`config.mk`:
```
export PLATFORM = sky130hd
export DESIGN_NAME = pic_ctrl
export DESIGN_NICKNAME = d
export VERILOG_FILES = /design/src/rtl/pic_pkg.sv /design/src/rtl/pic_det_if.sv /design/src/rtl/pic_ctrl.sv /design/src/rtl/pic_trigger_det.sv /design/src/rtl/pic_prio_enc.sv
export VERILOG_INCLUDE_DIRS = /design/src /design/src/rtl
export SDC_FILE = /design/constraint.sdc
export NUM_CORES = 1
export LEC_CHECK = 0
export BUFFER_PORTS_ARGS = -buffer_cell sky130_fd_sc_hd__buf_2
export CORE_ASPECT_RATIO = 1.4
export CORE_UTILIZATION = 50
export CTS_CLUSTER_SIZE = 12
export DETAILED_ROUTE_END_ITERATION = 7
export PLACE_DENSITY = 0.74
export RECOVER_POWER = 25
export SYNTH_ARGS = -nofsm -noshare
export SYNTH_HDL_FRONTEND = slang
export SYNTH_SLANG_ARGS = --single-unit
```
`constraint.sdc`:
```
create_clock -name clk_sys -period 2.1 [get_ports clk_sys]
set_clock_uncertainty 0.1 [all_clocks]
set_input_delay 0.105 -clock clk_sys [delete_from_list [all_inputs] [get_ports clk_sys]]
set_output_delay 0.105 -clock clk_sys [all_outputs]
set_load 0.03 [all_outputs]
```
`src/rtl/pic_regs.svh`:
```
// Register offsets, field positions, reset values of the interrupt block.
// Assumes a 32-bit register port with byte addresses, one word per register.
`ifndef PIC_REGS_SVH
`define PIC_REGS_SVH

// ----------------------------------------
// Register offsets
// ----------------------------------------
`define PIC_ADDR_W        8
`define PIC_OFF_TRIG_HI   8'h00
`define PIC_OFF_TRIG_LO   8'h04
`define PIC_OFF_PENDING   8'h08
`define PIC_OFF_MASK      8'h0C
`define PIC_OFF_LATCH     8'h10
`define PIC_OFF_REQ_CLR   8'h14
`define PIC_OFF_MODE      8'h18

// ----------------------------------------
// Fields and reset values
// ----------------------------------------
`define PIC_CL_BIT        4
`define PIC_GMASK_BIT     0
`define PIC_MODE_OFF      2'h0
`define PIC_MODE_ON       2'h1
`define PIC_MASK_RST      16'hFFFF
`define PIC_TRIG_RST      16'h0000
`define PIC_LEVEL_NONE    4'h0
`define PIC_FIRST_PIN_HI  12

`endif

```
`src/rtl/pic_pkg.sv`:
```
// Types shared by the interrupt block modules.
// Assumes the constants of pic_regs.svh for offsets and fields.
package pic_pkg;

   // Per-channel trigger choice
   typedef enum logic [1:0] {
      PIC_TRG_HIGH = 2'b00,
      PIC_TRG_LOW  = 2'b01,
      PIC_TRG_RISE = 2'b10,
      PIC_TRG_FALL = 2'b11
   } pic_trig_t;

   // Level latch occupancy, Gray along empty -> held
   typedef enum logic [1:0] {
      PIC_LAT_EMPTY = 2'b00,
      PIC_LAT_HELD  = 2'b01
   } pic_lat_st_t;

endpackage

```
`src/rtl/pic_det_if.sv`:
```
// Carrier between the controller core and its trigger detector.
// Assumes both ends run on clk_sys.
`timescale 1ns/1ps
interface pic_det_if;
   logic                  [15:1] raw_line;
   pic_pkg::pic_trig_t    [15:1] trig_sel;
   logic                  [15:1] event_hit;

   modport det (input raw_line, input trig_sel, output event_hit);
   modport ctl (output raw_line, output trig_sel, input event_hit);
endinterface

```
`src/rtl/pic_ctrl.sv`:
```
// Fifteen-channel prioritising interrupt controller, top level.
// Assumes a single-cycle register port and inputs in the clk_sys domain.
//
// Functional notes
// - Two trigger registers: channels 8-15 and 1-7
// - Trigger field: high, low, rising, falling
// - Pinless channels held low internally
// - Detected trigger sets channel pending bit
// - Pending register read-only, reset zero, bit0 zero
// - Mode 00 passes external level unchanged
// - Mode 01 enables channels 15 to 8
// - Mode field bits 1:0, reset 00
// - Highest unmasked pending channel goes to latch
// - Global mask blocks forwarding, latch still loads
// - Latch-clear write empties latch for next
// - Reset sets every mask bit
// - Request-clear bit n clears pending bit n
// - Latched zero means no request
// - Masked pending bits stay readable
// - Fifteen levels, highest level non-maskable
`timescale 1ns/1ps
`include "pic_regs.svh"
module pic_ctrl (
   input  wire logic [7:0]  reg_addr,
   input  wire logic [31:0] reg_wdata,
   input  wire logic        reg_wr,
   input  wire logic        reg_rd,
   output logic      [31:0] reg_rdata,
   input  wire logic        clk_sys,
   input  wire logic        arst_n,
   input  wire logic [11:1] request_channel_line,
   input  wire logic [3:0]  encoded_level_lines,
   output logic      [3:0]  iu_level
);
   // ----------------------------------------
   // Declarations
   // ----------------------------------------
   logic        [15:0] trig_hi_reg;
   logic        [15:0] trig_hi_next;
   logic        [15:0] trig_lo_reg;
   logic        [15:0] trig_lo_next;
   logic        [15:0] mask_reg;
   logic        [15:0] mask_next;
   logic        [1:0]  mode_reg;
   logic        [1:0]  mode_next;
   logic        [15:0] pend_reg;
   logic        [15:0] pend_next;
   logic        [3:0]  latch_reg;
   logic        [3:0]  latch_next;
   pic_pkg::pic_lat_st_t lat_st_reg;
   pic_pkg::pic_lat_st_t lat_st_next;
   logic        [3:0]  iu_level_reg;
   logic        [3:0]  iu_level_next;
   logic        [31:0] rdata_reg;
   logic        [31:0] rdata_next;
   logic               mode_on;
   logic               wr_trig_hi;
   logic               wr_trig_lo;
   logic               wr_mask;
   logic               wr_latch;
   logic               wr_req_clr;
   logic               wr_mode;
   logic               clear_latch;
   logic        [15:1] clr_bits;
   logic        [15:1] unmasked;
   logic        [3:0]  top_level;

   pic_det_if det_bus ();

   // ----------------------------------------
   // Write decode
   // ----------------------------------------
   // One strobe at a time, so one decode per offset is enough
   always_comb begin
      wr_trig_hi = reg_wr && (reg_addr == `PIC_OFF_TRIG_HI);
      wr_trig_lo = reg_wr && (reg_addr == `PIC_OFF_TRIG_LO);
      wr_mask    = reg_wr && (reg_addr == `PIC_OFF_MASK);
      wr_latch   = reg_wr && (reg_addr == `PIC_OFF_LATCH);
      wr_req_clr = reg_wr && (reg_addr == `PIC_OFF_REQ_CLR);
      wr_mode    = reg_wr && (reg_addr == `PIC_OFF_MODE);
   end

   assign mode_on     = (mode_reg == `PIC_MODE_ON);
   assign clear_latch = wr_latch && reg_wdata[`PIC_CL_BIT];
   assign clr_bits    = wr_req_clr ? reg_wdata[15:1] : 15'h0000;

   // ----------------------------------------
   // Configuration registers
   // ----------------------------------------
   // Mode is stored as written; reserved codes act as disabled but forward no level
   always_comb begin
      trig_hi_next = trig_hi_reg;
      trig_lo_next = trig_lo_reg;
      mask_next    = mask_reg;
      mode_next    = mode_reg;
      if (wr_trig_hi) begin
         trig_hi_next = reg_wdata[15:0];
      end
      if (wr_trig_lo) begin
         trig_lo_next = {reg_wdata[15:2], 2'b00};
      end
      if (wr_mask) begin
         mask_next = reg_wdata[15:0];
      end
      if (wr_mode) begin
         mode_next = reg_wdata[1:0];
      end
   end

   always_ff @(posedge clk_sys or negedge arst_n) begin
      if (!arst_n) begin
         trig_hi_reg <= `PIC_TRIG_RST;
         trig_lo_reg <= `PIC_TRIG_RST;
         mask_reg    <= `PIC_MASK_RST;
         mode_reg    <= `PIC_MODE_OFF;
      end else begin
         trig_hi_reg <= trig_hi_next;
         trig_lo_reg <= trig_lo_next;
         mask_reg    <= mask_next;
         mode_reg    <= mode_next;
      end
   end

   // ----------------------------------------
   // Request lines into the detector
   // ----------------------------------------
   // Channels 8-15 have no pin while disabled; they see a steady low
   always_comb begin
      det_bus.raw_line[7:1] = request_channel_line[7:1];
      if (mode_on) begin
         det_bus.raw_line[11:8]  = request_channel_line[11:8];
         det_bus.raw_line[15:12] = encoded_level_lines;
      end else begin
         det_bus.raw_line[15:8] = 8'h00;
      end
   end

   // Trigger fields: two bits per channel, channel order upward
   for (genvar ch = 1; ch <= 15; ch++) begin : g_trig
      if (ch >= 8) begin : g_hi
         assign det_bus.trig_sel[ch] =
            pic_pkg::pic_trig_t'(trig_hi_reg[2*(ch-8) +: 2]);
      end else begin : g_lo
         assign det_bus.trig_sel[ch] =
            pic_pkg::pic_trig_t'(trig_lo_reg[2*ch +: 2]);
      end
   end

   pic_trigger_det u_det (
      .clk_sys (clk_sys),
      .arst_n  (arst_n),
      .det     (det_bus.det)
   );

   // ----------------------------------------
   // Pending flags
   // ----------------------------------------
   // Event set is ORed after the clear so a same-cycle event survives
   always_comb begin
      pend_next      = pend_reg;
      pend_next[15:1] = (pend_reg[15:1] & ~clr_bits)
                      | det_bus.event_hit;
      pend_next[0]   = 1'b0;
   end

   always_ff @(posedge clk_sys or negedge arst_n) begin
      if (!arst_n) begin
         pend_reg <= 16'h0000;
      end else begin
         pend_reg <= pend_next;
      end
   end

   // ----------------------------------------
   // Priority and level latch
   // ----------------------------------------
   // Mask bits 15:1 gate only the encoder; pending itself is never masked
   assign unmasked = pend_reg[15:1] & ~mask_reg[15:1];

   pic_prio_enc u_enc (
      .req   (unmasked),
      .level (top_level)
   );

   // Latch holds until acknowledged, so a later higher request waits.
   // Loading right after a clear would re-take a stale request if the
   // pending bit was not cleared first; software orders that.
   always_comb begin
      lat_st_next = lat_st_reg;
      latch_next  = latch_reg;
      case (lat_st_reg)
         pic_pkg::PIC_LAT_EMPTY: begin
            if (mode_on && (top_level != `PIC_LEVEL_NONE)) begin
               latch_next  = top_level;
               lat_st_next = pic_pkg::PIC_LAT_HELD;
            end
         end
         pic_pkg::PIC_LAT_HELD: begin
            if (clear_latch) begin
               latch_next  = `PIC_LEVEL_NONE;
               lat_st_next = pic_pkg::PIC_LAT_EMPTY;
            end
         end
         default: begin
            latch_next  = `PIC_LEVEL_NONE;
            lat_st_next = pic_pkg::PIC_LAT_EMPTY;
         end
      endcase
   end

   always_ff @(posedge clk_sys or negedge arst_n) begin
      if (!arst_n) begin
         lat_st_reg <= pic_pkg::PIC_LAT_EMPTY;
         latch_reg  <= `PIC_LEVEL_NONE;
      end else begin
         lat_st_reg <= lat_st_next;
         latch_reg  <= latch_next;
      end
   end

   // ----------------------------------------
   // Level toward the integer unit
   // ----------------------------------------
   // Level 15 is passed like any other; the processor treats it as
   // non-maskable. Reserved mode codes forward nothing.
   always_comb begin
      case (mode_reg)
         `PIC_MODE_OFF: iu_level_next = encoded_level_lines;
         `PIC_MODE_ON: begin
            if (mask_reg[`PIC_GMASK_BIT]) begin
               iu_level_next = `PIC_LEVEL_NONE;
            end else begin
               iu_level_next = latch_reg;
            end
         end
         default:       iu_level_next = `PIC_LEVEL_NONE;
      endcase
   end

   always_ff @(posedge clk_sys or negedge arst_n) begin
      if (!arst_n) begin
         iu_level_reg <= `PIC_LEVEL_NONE;
      end else begin
         iu_level_reg <= iu_level_next;
      end
   end

   assign iu_level = iu_level_reg;

   // ----------------------------------------
   // Read port
   // ----------------------------------------
   // Data stands only in the cycle after the strobe; zero otherwise,
   // and zero for unmapped or write-only offsets
   always_comb begin
      rdata_next = 32'h0000_0000;
      if (reg_rd) begin
         case (reg_addr)
            `PIC_OFF_TRIG_HI: rdata_next = {16'h0000, trig_hi_reg};
            `PIC_OFF_TRIG_LO: rdata_next = {16'h0000, trig_lo_reg};
            `PIC_OFF_PENDING: rdata_next = {16'h0000, pend_reg};
            `PIC_OFF_MASK:    rdata_next = {16'h0000, mask_reg};
            `PIC_OFF_LATCH:   rdata_next = {28'h000_0000, latch_reg};
            `PIC_OFF_MODE:    rdata_next = {30'h0000_0000, mode_reg};
            default:          rdata_next = 32'h0000_0000;
         endcase
      end
   end

   always_ff @(posedge clk_sys or negedge arst_n) begin
      if (!arst_n) begin
         rdata_reg <= 32'h0000_0000;
      end else begin
         rdata_reg <= rdata_next;
      end
   end

   assign reg_rdata = rdata_reg;
endmodule

```
`src/rtl/pic_trigger_det.sv`:
```
// Per-channel synchroniser and trigger detector.
// Assumes raw lines may change at any time relative to clk_sys.
`timescale 1ns/1ps
module pic_trigger_det (
   input  wire logic clk_sys,
   input  wire logic arst_n,
   pic_det_if.det    det
);
   logic [15:1] meta_reg;
   logic [15:1] sync_reg;
   logic [15:1] prev_reg;
   logic [15:1] sync_next;
   logic [15:1] prev_next;

   // ----------------------------------------
   // Synchroniser and previous sample
   // ----------------------------------------
   // Only the second stage and its previous sample are looked at; first stage may be metastable
   always_comb begin
      sync_next = meta_reg;
      prev_next = sync_reg;
   end

   always_ff @(posedge clk_sys or negedge arst_n) begin
      if (!arst_n) begin
         meta_reg <= 15'h0000;
         sync_reg <= 15'h0000;
         prev_reg <= 15'h0000;
      end else begin
         meta_reg <= det.raw_line;
         sync_reg <= sync_next;
         prev_reg <= prev_next;
      end
   end

   // ----------------------------------------
   // Trigger compare per channel
   // ----------------------------------------
   for (genvar ch = 1; ch <= 15; ch++) begin : g_ch
      // Edges last one cycle; levels hold while the line holds
      always_comb begin
         case (det.trig_sel[ch])
            pic_pkg::PIC_TRG_HIGH: det.event_hit[ch] = sync_reg[ch];
            pic_pkg::PIC_TRG_LOW:  det.event_hit[ch] = ~sync_reg[ch];
            pic_pkg::PIC_TRG_RISE: det.event_hit[ch] = sync_reg[ch] & ~prev_reg[ch];
            pic_pkg::PIC_TRG_FALL: det.event_hit[ch] = ~sync_reg[ch] & prev_reg[ch];
            default:               det.event_hit[ch] = 1'b0;
         endcase
      end
   end
endmodule

```
`src/rtl/pic_prio_enc.sv`:
```
// Priority encoder: highest set channel number wins, 0 when none.
// Assumes bit n of the request vector stands for channel n.
`timescale 1ns/1ps
module pic_prio_enc (
   input  wire logic [15:1] req,
   output logic      [3:0]  level
);
   // ----------------------------------------
   // Scan upward so the last hit is the highest
   // ----------------------------------------
   always_comb begin
      level = 4'h0;
      for (int ch = 1; ch <= 15; ch++) begin
         if (req[ch]) begin
            level = ch[3:0];
         end
      end
   end
endmodule

```
; Word level (Yosys, flattened, before mapping)
; Cells that the tools add are included.
; Widths: inputs -> output; s select.
[totals]
word_cells = 202
register_bits = 150
[classes]
mux = 42
bitwise_logic = 65
eq_ne = 55
n_reduce_logical = 28
[op_table]
columns = cell, n
row1 = $pmux 16 s6, 1
row2 = $eq 2x2->1 const B, 30
row3 = $pmux 1 s4, 15
row4 = $mux 4, 11
row5 = $eq 2x1->1 const B, 17
row6 = $logic_not 2->1, 17
row7 = $and 1x1->1, 30
row8 = $and 15x15->15, 2
row9 = $not 1->1, 30
row10 = $not 15->15, 2
row11 = $eq 8x5->1 const B, 3
row12 = $eq 8x4->1 const B, 2
row13 = $mux 16, 1
row14 = $pmux 4 s2, 2
row15 = $mux 15, 1
row16 = $or 15x15->15, 1
row17 = $mux 3, 4
row18 = $eq 8x3->1 const B, 1
row19 = $logic_and 1x1->1, 8
row20 = $logic_not 8->1, 1
row21 = $mux 2, 4
row22 = $mux 8, 1
row23 = $ne 2x2->1 const B, 2
row24 = $pmux 2 s2, 1
row25 = other kinds (3), 3

; Longest topological paths before layout
; Gate-level depths: netlist of the first run.
[logic_depth]
word_depth = 21
depth_mapped = 7

; Modules after synthesis
; Synthesis of the first run repeated with hierarchy kept, for this count alone.
[unflattened]
hier_cells = 467
hier_area_um2 = 5999.5
[modules_own_cells]
columns = module, seq_area_each_um2, cells_each, area_per_inst_um2, instances
row1 = pic_ctrl, 2222.1, 338, 4227.8, 1
row2 = pic_trigger_det, 1126.1, 104, 1630.3, 1
row3 = pic_prio_enc, 0.0, 25, 141.4, 1

; Worst setup path after synthesis of the first run
; No wires, ideal clock.
[synth_path]
kind = flip-flop to flip-flop
startpoint = reg mask_reg[10]
endpoint = reg lat_st_reg[0]
required_time_ns = 1.882
n_path_buf = 0
period_less_slack_ns = 2.086
path_slack_ns = 0.014
arrival_ns = 1.868
stages_incl_launch_ff = 6
path_cell_list = dfstp_2 and2b_4 or4_4 o41ai_4 o31ai_2 a21o_1
[synth_between]
elab_chain_cells = 12
[synth_lines]
columns = element, line_no
row1 = start: declaration, pic_ctrl.sv:42  ; logic [15:0] mask_reg;
row2 = start signal: assignment, pic_ctrl.sv:114  ; mask_reg <= `PIC_MASK_RST;
row3 = start signal: assignment, pic_ctrl.sv:119  ; mask_reg <= mask_next;
row4 = $not 15->15, pic_ctrl.sv:178  ; assign unmasked = pend_reg[15:1] & ~mask_reg[15:1];
row5 = $and 15x15->15, pic_ctrl.sv:178
row6 = $mux 4 (6 in a row), pic_prio_enc.sv:14  ; if (req[ch]) begin
row7 = $reduce_bool 4->1 (no source line), n/a
row8 = $logic_and 1x1->1, pic_ctrl.sv:193  ; if (mode_on && (top_level != `PIC_LEVEL_NONE)) begin
row9 = $ne 2x2->1 (no source line), n/a
row10 = $reduce_and 2->1 (no source line), n/a
row11 = end signal: assignment, pic_ctrl.sv:213  ; lat_st_reg <= pic_pkg::PIC_LAT_EMPTY;
row12 = end signal: assignment, pic_ctrl.sv:216  ; lat_st_reg <= lat_st_next;
row13 = end: declaration, pic_ctrl.sv:50  ; pic_pkg::pic_lat_st_t lat_st_reg;
; Every way passes these cells.
; A chain may end at the register's enable or synchronous reset.

; Final worst setup path of the first run
; Ends and elaborated chain as after synthesis.

==> results.ini, run 1 <==
[floorplan]
coreArea_um2 = 10900
die_h_um = 127
die_w_um = 91.6
die_area_um2 = 11700
ioPinCount = 95
start_util_pct = 51.7
row_count = 45

[detailed_routing]
drt_iter0_drc = 303
vias = 3940
wl_per_cell_um = 17.7
firstDrtPassIters = 4
ant_nets = 0
remaining_drc_errors = 0
routed_wl_um = 12700
via_per_inst = 5.46

[status]
status = complete, but fails checks
failed_checks = capacitance limit, slew limit, setup timing

[finish]
fillers = 794
ff_latch_area_um2 = 3350
n_antenna_cell = 0
nets = 626
area.growth.synth_to_final_pct = 26.8
finish.utilization_pct = 65.5
stdcell_count = 721
fin_area_um2 = 7120
multi_input_area_um2 = 2140
layout-drive-gt1-share_pct = 30.5

[sta]
hold_slack_ns = 0.0979
rsz0062_at_grt = true
setup_tns_ns = -0.0294
relSlewSlack_pct = -7.45
max_freq_mhz = 471
period_minus_slack_ns = 2.12
final.period_utilization_pct = 101
finalMaxSlewViolations = 134
setup_viol = 2
hold_viol_final = 0
finalWorstSetupSlack_ns = -0.0227
worst_pin_slew_ns = 1.61

[global_routing]
grt_overflow = 0
grt_pass1_vias = 4033
antenna_found_initial = 0
grt_pass1_wl_um = 20400
grt_use_total_pct = 23.3
grt_max_degree = 134

[power]
internal-power_mw = 4.96
p_per_area_nw_per_um2 = 927
vdd_drop_max_uv = 621
swShare_pct = 24.9
power_mw = 6.60
p_switching_mw = 1.64
clkPwrFrac_pct = 45.1
p_comb_share_pct = 10.5
leakage_nw = 3.31
p_seq_share_pct = 44.4

[logic_synthesis]
synth_ff_type = dfrtp_1
yosysWarnings = 0
ys_ff_latch = 133
netlist-cell-type-count = 50
async_flop_share_pct = 100
yosysSeqAreaShare_pct = 59.6
synthCells = 444
syn_avg_cell_area_um2 = 12.6
syn-cell-area_um2 = 5620
synth_edf_count = 0

[clock_tree]
cts_buffers = 17
cts_root_buffer = clkbuf_16
htreeDepth = 4
cts_buffer_depth = 2
cts_sinks = 133
clk_latency_ns = 0.41
cts_tree = yes
path_clk_slew_ns = 0.06

[job]
maxCapViolCount = 1

[setup_path]
critPathCaptureType = flip-flop
max_stage_delay_ns = 0.53
critical_path.cell_chain = and2b_4 > or4_4 > o41ai_4 > o31ai_4 > a21o_1
cp.required_ns = 2.30
worstSetupPathType = flip-flop to flip-flop
critical_path.top_delay_family = compound AO/OA/AOI/OAI gates
arrival_ns = 2.33
critPathBufInv = 0
path_max_fanout = 4
crit_path_start_kind = flip-flop
slowest_stage = dfstp_2

[placement]
hpwl_um = 8290
dpl_cell_area_um2 = 6130
gp_congestion = 0.829
dp_slack_ns = -0.0587
dpl.cell_count = 650
port_buffers = 62

[min_path]
hold_path.class = input pin to flip-flop

[cells in the final DEF (no fill, tap or decap), types with 3 or more instances in the layout]
cell type,count
a21o_1,15
a21oi_1,33
a221o_1,3
a221oi_1,3
a22oi_1,28
and2_1,9
and3_1,4
buf_2,61
buf_4,20
bufinv_16,3
clkbuf_16,17
clkinv_2,3
clkinv_4,3
clkinvlp_4,3
conb_1,16
dfrtp_1,117
dfstp_2,16
dlygate4sd3_1,34
inv_1,5
inv_6,3
mux2_1,17
mux2_2,33
nand2_1,29
nand2b_1,12
nand3b_1,4
nand4_1,3
nor2_1,14
nor2b_1,8
o21ai_0,3
o21ai_1,3
xnor2_1,13
xor2_1,13
[power by group through the flow]
stage | sequential, mW | combinational, mW | clock, mW
after global routing | 2.96 | 0.754 | 3.12
after global placement | 2.96 | 0.608 | 0
final | 2.93 | 0.693 | 2.98
after detailed placement | 2.97 | 0.628 | 0
after floorplan | 2.93 | 0.397 | 0
after CTS | 2.93 | 0.691 | 3.02
[worst reg2reg max path, stage by stage (launching register included)]
cell and delay [ns]:
dfstp_2 0.53, and2b_4 0.19, or4_4 0.50, o41ai_4 0.38
o31ai_4 0.15, a21o_1 0.17
[kinds of logic after synthesis]
family / count (synthesis) / synth area share [%]
multiplexers: 52 / 10.4
XOR/XNOR: 26 / 4.06
AO/OA/AOI/OAI: 99 / 12.3
AND/OR/NAND/NOR: 99 / 9.98
other: 1 / 0.0668
flip-flops: 133 / 59.6
buffers and inverters: 34 / 3.59
[final cells by class]
type / instances / area share (%)
tap: 141 / 2.48
inverter: 5 / 0.264
clock buffer: 17 / 5.98
clock inverter: 15 / 2.53
sequential: 133 / 47.0
timing repair buffer: 118 / 11.7
multi-input combinational: 292 / 30.1
[layer usage]
metal	vias to the layer above	share of wire, %	global-route usage [%]
met2	126	55	42.9
li1	1796	-	-
met5	-	0	0
met3	22	4.6	4.88
met4	0	2.0	8.78
met1	1996	38	26.4
[final timing paths]
check / startpoint / end / slack [ns] / depth (start not counted)
worst max-delay path: mask_reg[10]$_DFFE_PN1P_ / lat_st_reg[0]$_DFFE_PN0P_ / -0.02 / 5
min in group asynchronous: arst_n / u_det.meta_reg[2]$_DFF_PN0_ / 0.61 / 3
worst min-delay path: reg_addr[6] / reg_rdata[1]$_DFF_PN0_ / 0.1 / 6
worst min register to register: u_det.meta_reg[8]$_DFF_PN0_ / u_det.prev_next[8]$_DFF_PN0_ / 0.25 / 0
worst max register to register: mask_reg[10]$_DFFE_PN1P_ / lat_st_reg[0]$_DFFE_PN0P_ / -0.02 / 5
max in group asynchronous: arst_n / trig_hi_reg[15]$_DFFE_PN0P_ / 0.26 / 3
[synth_stat cells (2+ instances only)]
master / count / area [µm²]
dfrtp_1: 117 / 2930
a21oi_1: 33 / 165
mux2_2: 33 / 372
nand2_1: 29 / 109
a22oi_1: 28 / 210
mux2_1: 17 / 191
buf_4: 16 / 120
dfstp_2: 16 / 420
a21o_1: 15 / 113
nor2_1: 14 / 52.6
xnor2_1: 13 / 114
xor2_1: 13 / 114
nand2b_1: 12 / 75.1
nor2b_1: 10 / 62.6
and2_1: 9 / 56.3
clkbuf_1: 7 / 26.3
buf_2: 5 / 25.0
inv_1: 5 / 18.8
and3_1: 4 / 25.0
nand3b_1: 4 / 30.0
a221o_1: 3 / 30.0
a221oi_1: 3 / 26.3
nand4_1: 3 / 18.8
o21ai_0: 3 / 15.0
o21ai_1: 3 / 15.0
a32o_1: 2 / 20.0
mux2i_1: 2 / 20.0
nand2_2: 2 / 12.5
or4b_1: 2 / 20.0
[what timing repair did]
| action | in CTS | in global routing |
|---|---|---|
| cloned | 0 | 0 |
| resized for setup | 4 | 0 |
| hold buffers | 34 | 0 |
| endpoints found under the hold margin | 200 | 0 |
| pin swaps | 2 | 2 |
| setup endpoints to repair | 4 | 5 |
| setup buffers | 5 | 0 |
(Power assumes the default switching activity.)
==> run 2, diff against run 1 <==
PLACE_DENSITY = 0.78   (was 0.74)
SLEW_MARGIN = 25   (was not set)
==> results.ini, run 2 (synthesis results as in run 1) <==
[sta]
finalWorstSetupSlack_ns = -0.0674
setup_viol = 4
finalMaxSlewViolations = 0
period_minus_slack_ns = 2.17
final.period_utilization_pct = 103
rsz0062_at_grt = true
max_freq_mhz = 461
relSlewSlack_pct = 26.0
hold_viol_final = 0
worst_pin_slew_ns = 1.11

[clock_tree]
cts_sinks = 133
path_clk_slew_ns = 0.06
htreeDepth = 4
cts_root_buffer = clkbuf_16
cts_tree = yes
clk_latency_ns = 0.42
cts_buffer_depth = 2
cts_buffers = 17

[setup_path]
path_max_fanout = 4
crit_path_start_kind = flip-flop
r2r-start = mask_reg[10]$_DFFE_PN1P_
regToRegEndpoint = lat_st_reg[0]$_DFFE_PN0P_
worstSetupPathType = flip-flop to flip-flop
worst-r2r-cell-count = 5
cp.required_ns = 2.30
reg2reg_slack_ns = -0.07
critPathCaptureType = flip-flop
arrival_ns = 2.37

[min_path]
holdPathEnd = reg_rdata[1]$_DFF_PN0_
min_from = reg_addr[6]
holdPathStages = 6
hold_path.class = input pin to flip-flop

[power]
leakage_nw = 3.32
power_mw = 6.54
vdd_drop_max_uv = 624
p_per_area_nw_per_um2 = 918

[floorplan]
start_util_pct = 51.7
ioPinCount = 95
die_h_um = 127
die_area_um2 = 11700
coreArea_um2 = 10900
row_count = 45
die_w_um = 91.6

[job]
maxCapViolCount = 0

[placement]
dp_slack_ns = -0.0391
dpl.cell_count = 651
gp_congestion = 0.887
hpwl_um = 8540
port_buffers = 62
dpl_cell_area_um2 = 6150

[detailed_routing]
vias = 3959
routed_wl_um = 12900
via_per_inst = 5.49
ant_nets = 0
remaining_drc_errors = 0
wl_per_cell_um = 17.9
firstDrtPassIters = 4
drt_iter0_drc = 281

[finish]
stdcell_count = 721
fin_area_um2 = 7120
finish.utilization_pct = 65.6
nets = 626
multi_input_area_um2 = 2140
n_antenna_cell = 0
area.growth.synth_to_final_pct = 26.9
ff_latch_area_um2 = 3350
fillers = 795
layout_common_cells = dfrtp_1 (117), buf_2 (61), dlygate4sd3_1 (34), a21oi_1 (33), mux2_2 (33)
final_common_cell = dfrtp_1
layout-drive-gt1-share_pct = 30.5

[global_routing]
grt_overflow = 0
grt_max_degree = 55
grtUsageMet1_pct = 26.8
grt_pass1_vias = 4312
grt_use_total_pct = 24.5
use_met3_pct = 5.60
grt_pass1_wl_um = 21400
use_met2_pct = 43.6
antenna_found_initial = 0
grt_busiest_layer = met2

[status]
failed_checks = setup timing
status = complete, but fails checks

==> run 2: worst max-delay path by stage <==
stage                                        start                        end  slack, ns  cells past startpoint
after CTS                 mask_reg[10]$_DFFE_PN1P_  lat_st_reg[0]$_DFFE_PN0P_      -0.01                      5
after detailed placement  mask_reg[10]$_DFFE_PN1P_   latch_reg[2]$_DFFE_PN0P_      -0.04                      5
after global routing       mask_reg[7]$_DFFE_PN1P_  lat_st_reg[0]$_DFFE_PN0P_      -0.11                      5
final                     mask_reg[10]$_DFFE_PN1P_  lat_st_reg[0]$_DFFE_PN0P_      -0.07                      5
after global placement    mask_reg[10]$_DFFE_PN1P_  lat_st_reg[0]$_DFFE_PN0P_    -0.0008                      5
after floorplan           mask_reg[10]$_DFFE_PN1P_  lat_st_reg[0]$_DFFE_PN0P_       0.01                      5
==> run 2: critical path: stages, from the launching register on <==
cell	delay, ns
dfstp_2	0.52
and2b_4	0.18
or4_4	0.51
o41ai_4	0.41
o31ai_4	0.16
a21o_1	0.17
==> run 2: final cells by class <==
type                    instances  area share, %
multi-input cells             292           30.0
well taps                     141           2.48
flip-flops and latches        133           47.0
clock buffers                  18           6.16
inverters                       5          0.263
repair buffers                118           12.0
clock inverters                14           2.13
==> run 2: where the power goes <==
group	switching [mW]	total, mW	internal, mW
registers	0.170	2.93	2.76
clock network	1.13	2.92	1.79
logic	0.367	0.691	0.324
total	1.67	6.54	4.88
==> run 2: metrics by stage <==
step	hold WS, ns	TNS, ns
after global placement	0.0308	-0.000826
after detailed placement	0.0343	-0.0784
after global routing	0.116	-0.377
final	0.102	-0.160
after CTS	0.0824	-0.0139
after floorplan	-0.291	0
==> run 2: per-layer routing <==
layer / share of wire, % / wire, µm / up-vias
met5: 0 / 0 / -
met4: 3.2 / 410 / 0
met3: 4.5 / 579 / 27
met2: 54 / 6980 / 120
met1: 38 / 4950 / 2019
li1: - / - / 1793
==> run 2: what timing repair did <==
item / CTS / global route
pin swaps: 2 / 2
setup buffers: 3 / 1
hold buffers: 34 / 0
gates resized for setup: 3 / 0
setup endpoints to repair: 3 / 5
hold endpoints to repair: 123 / 0
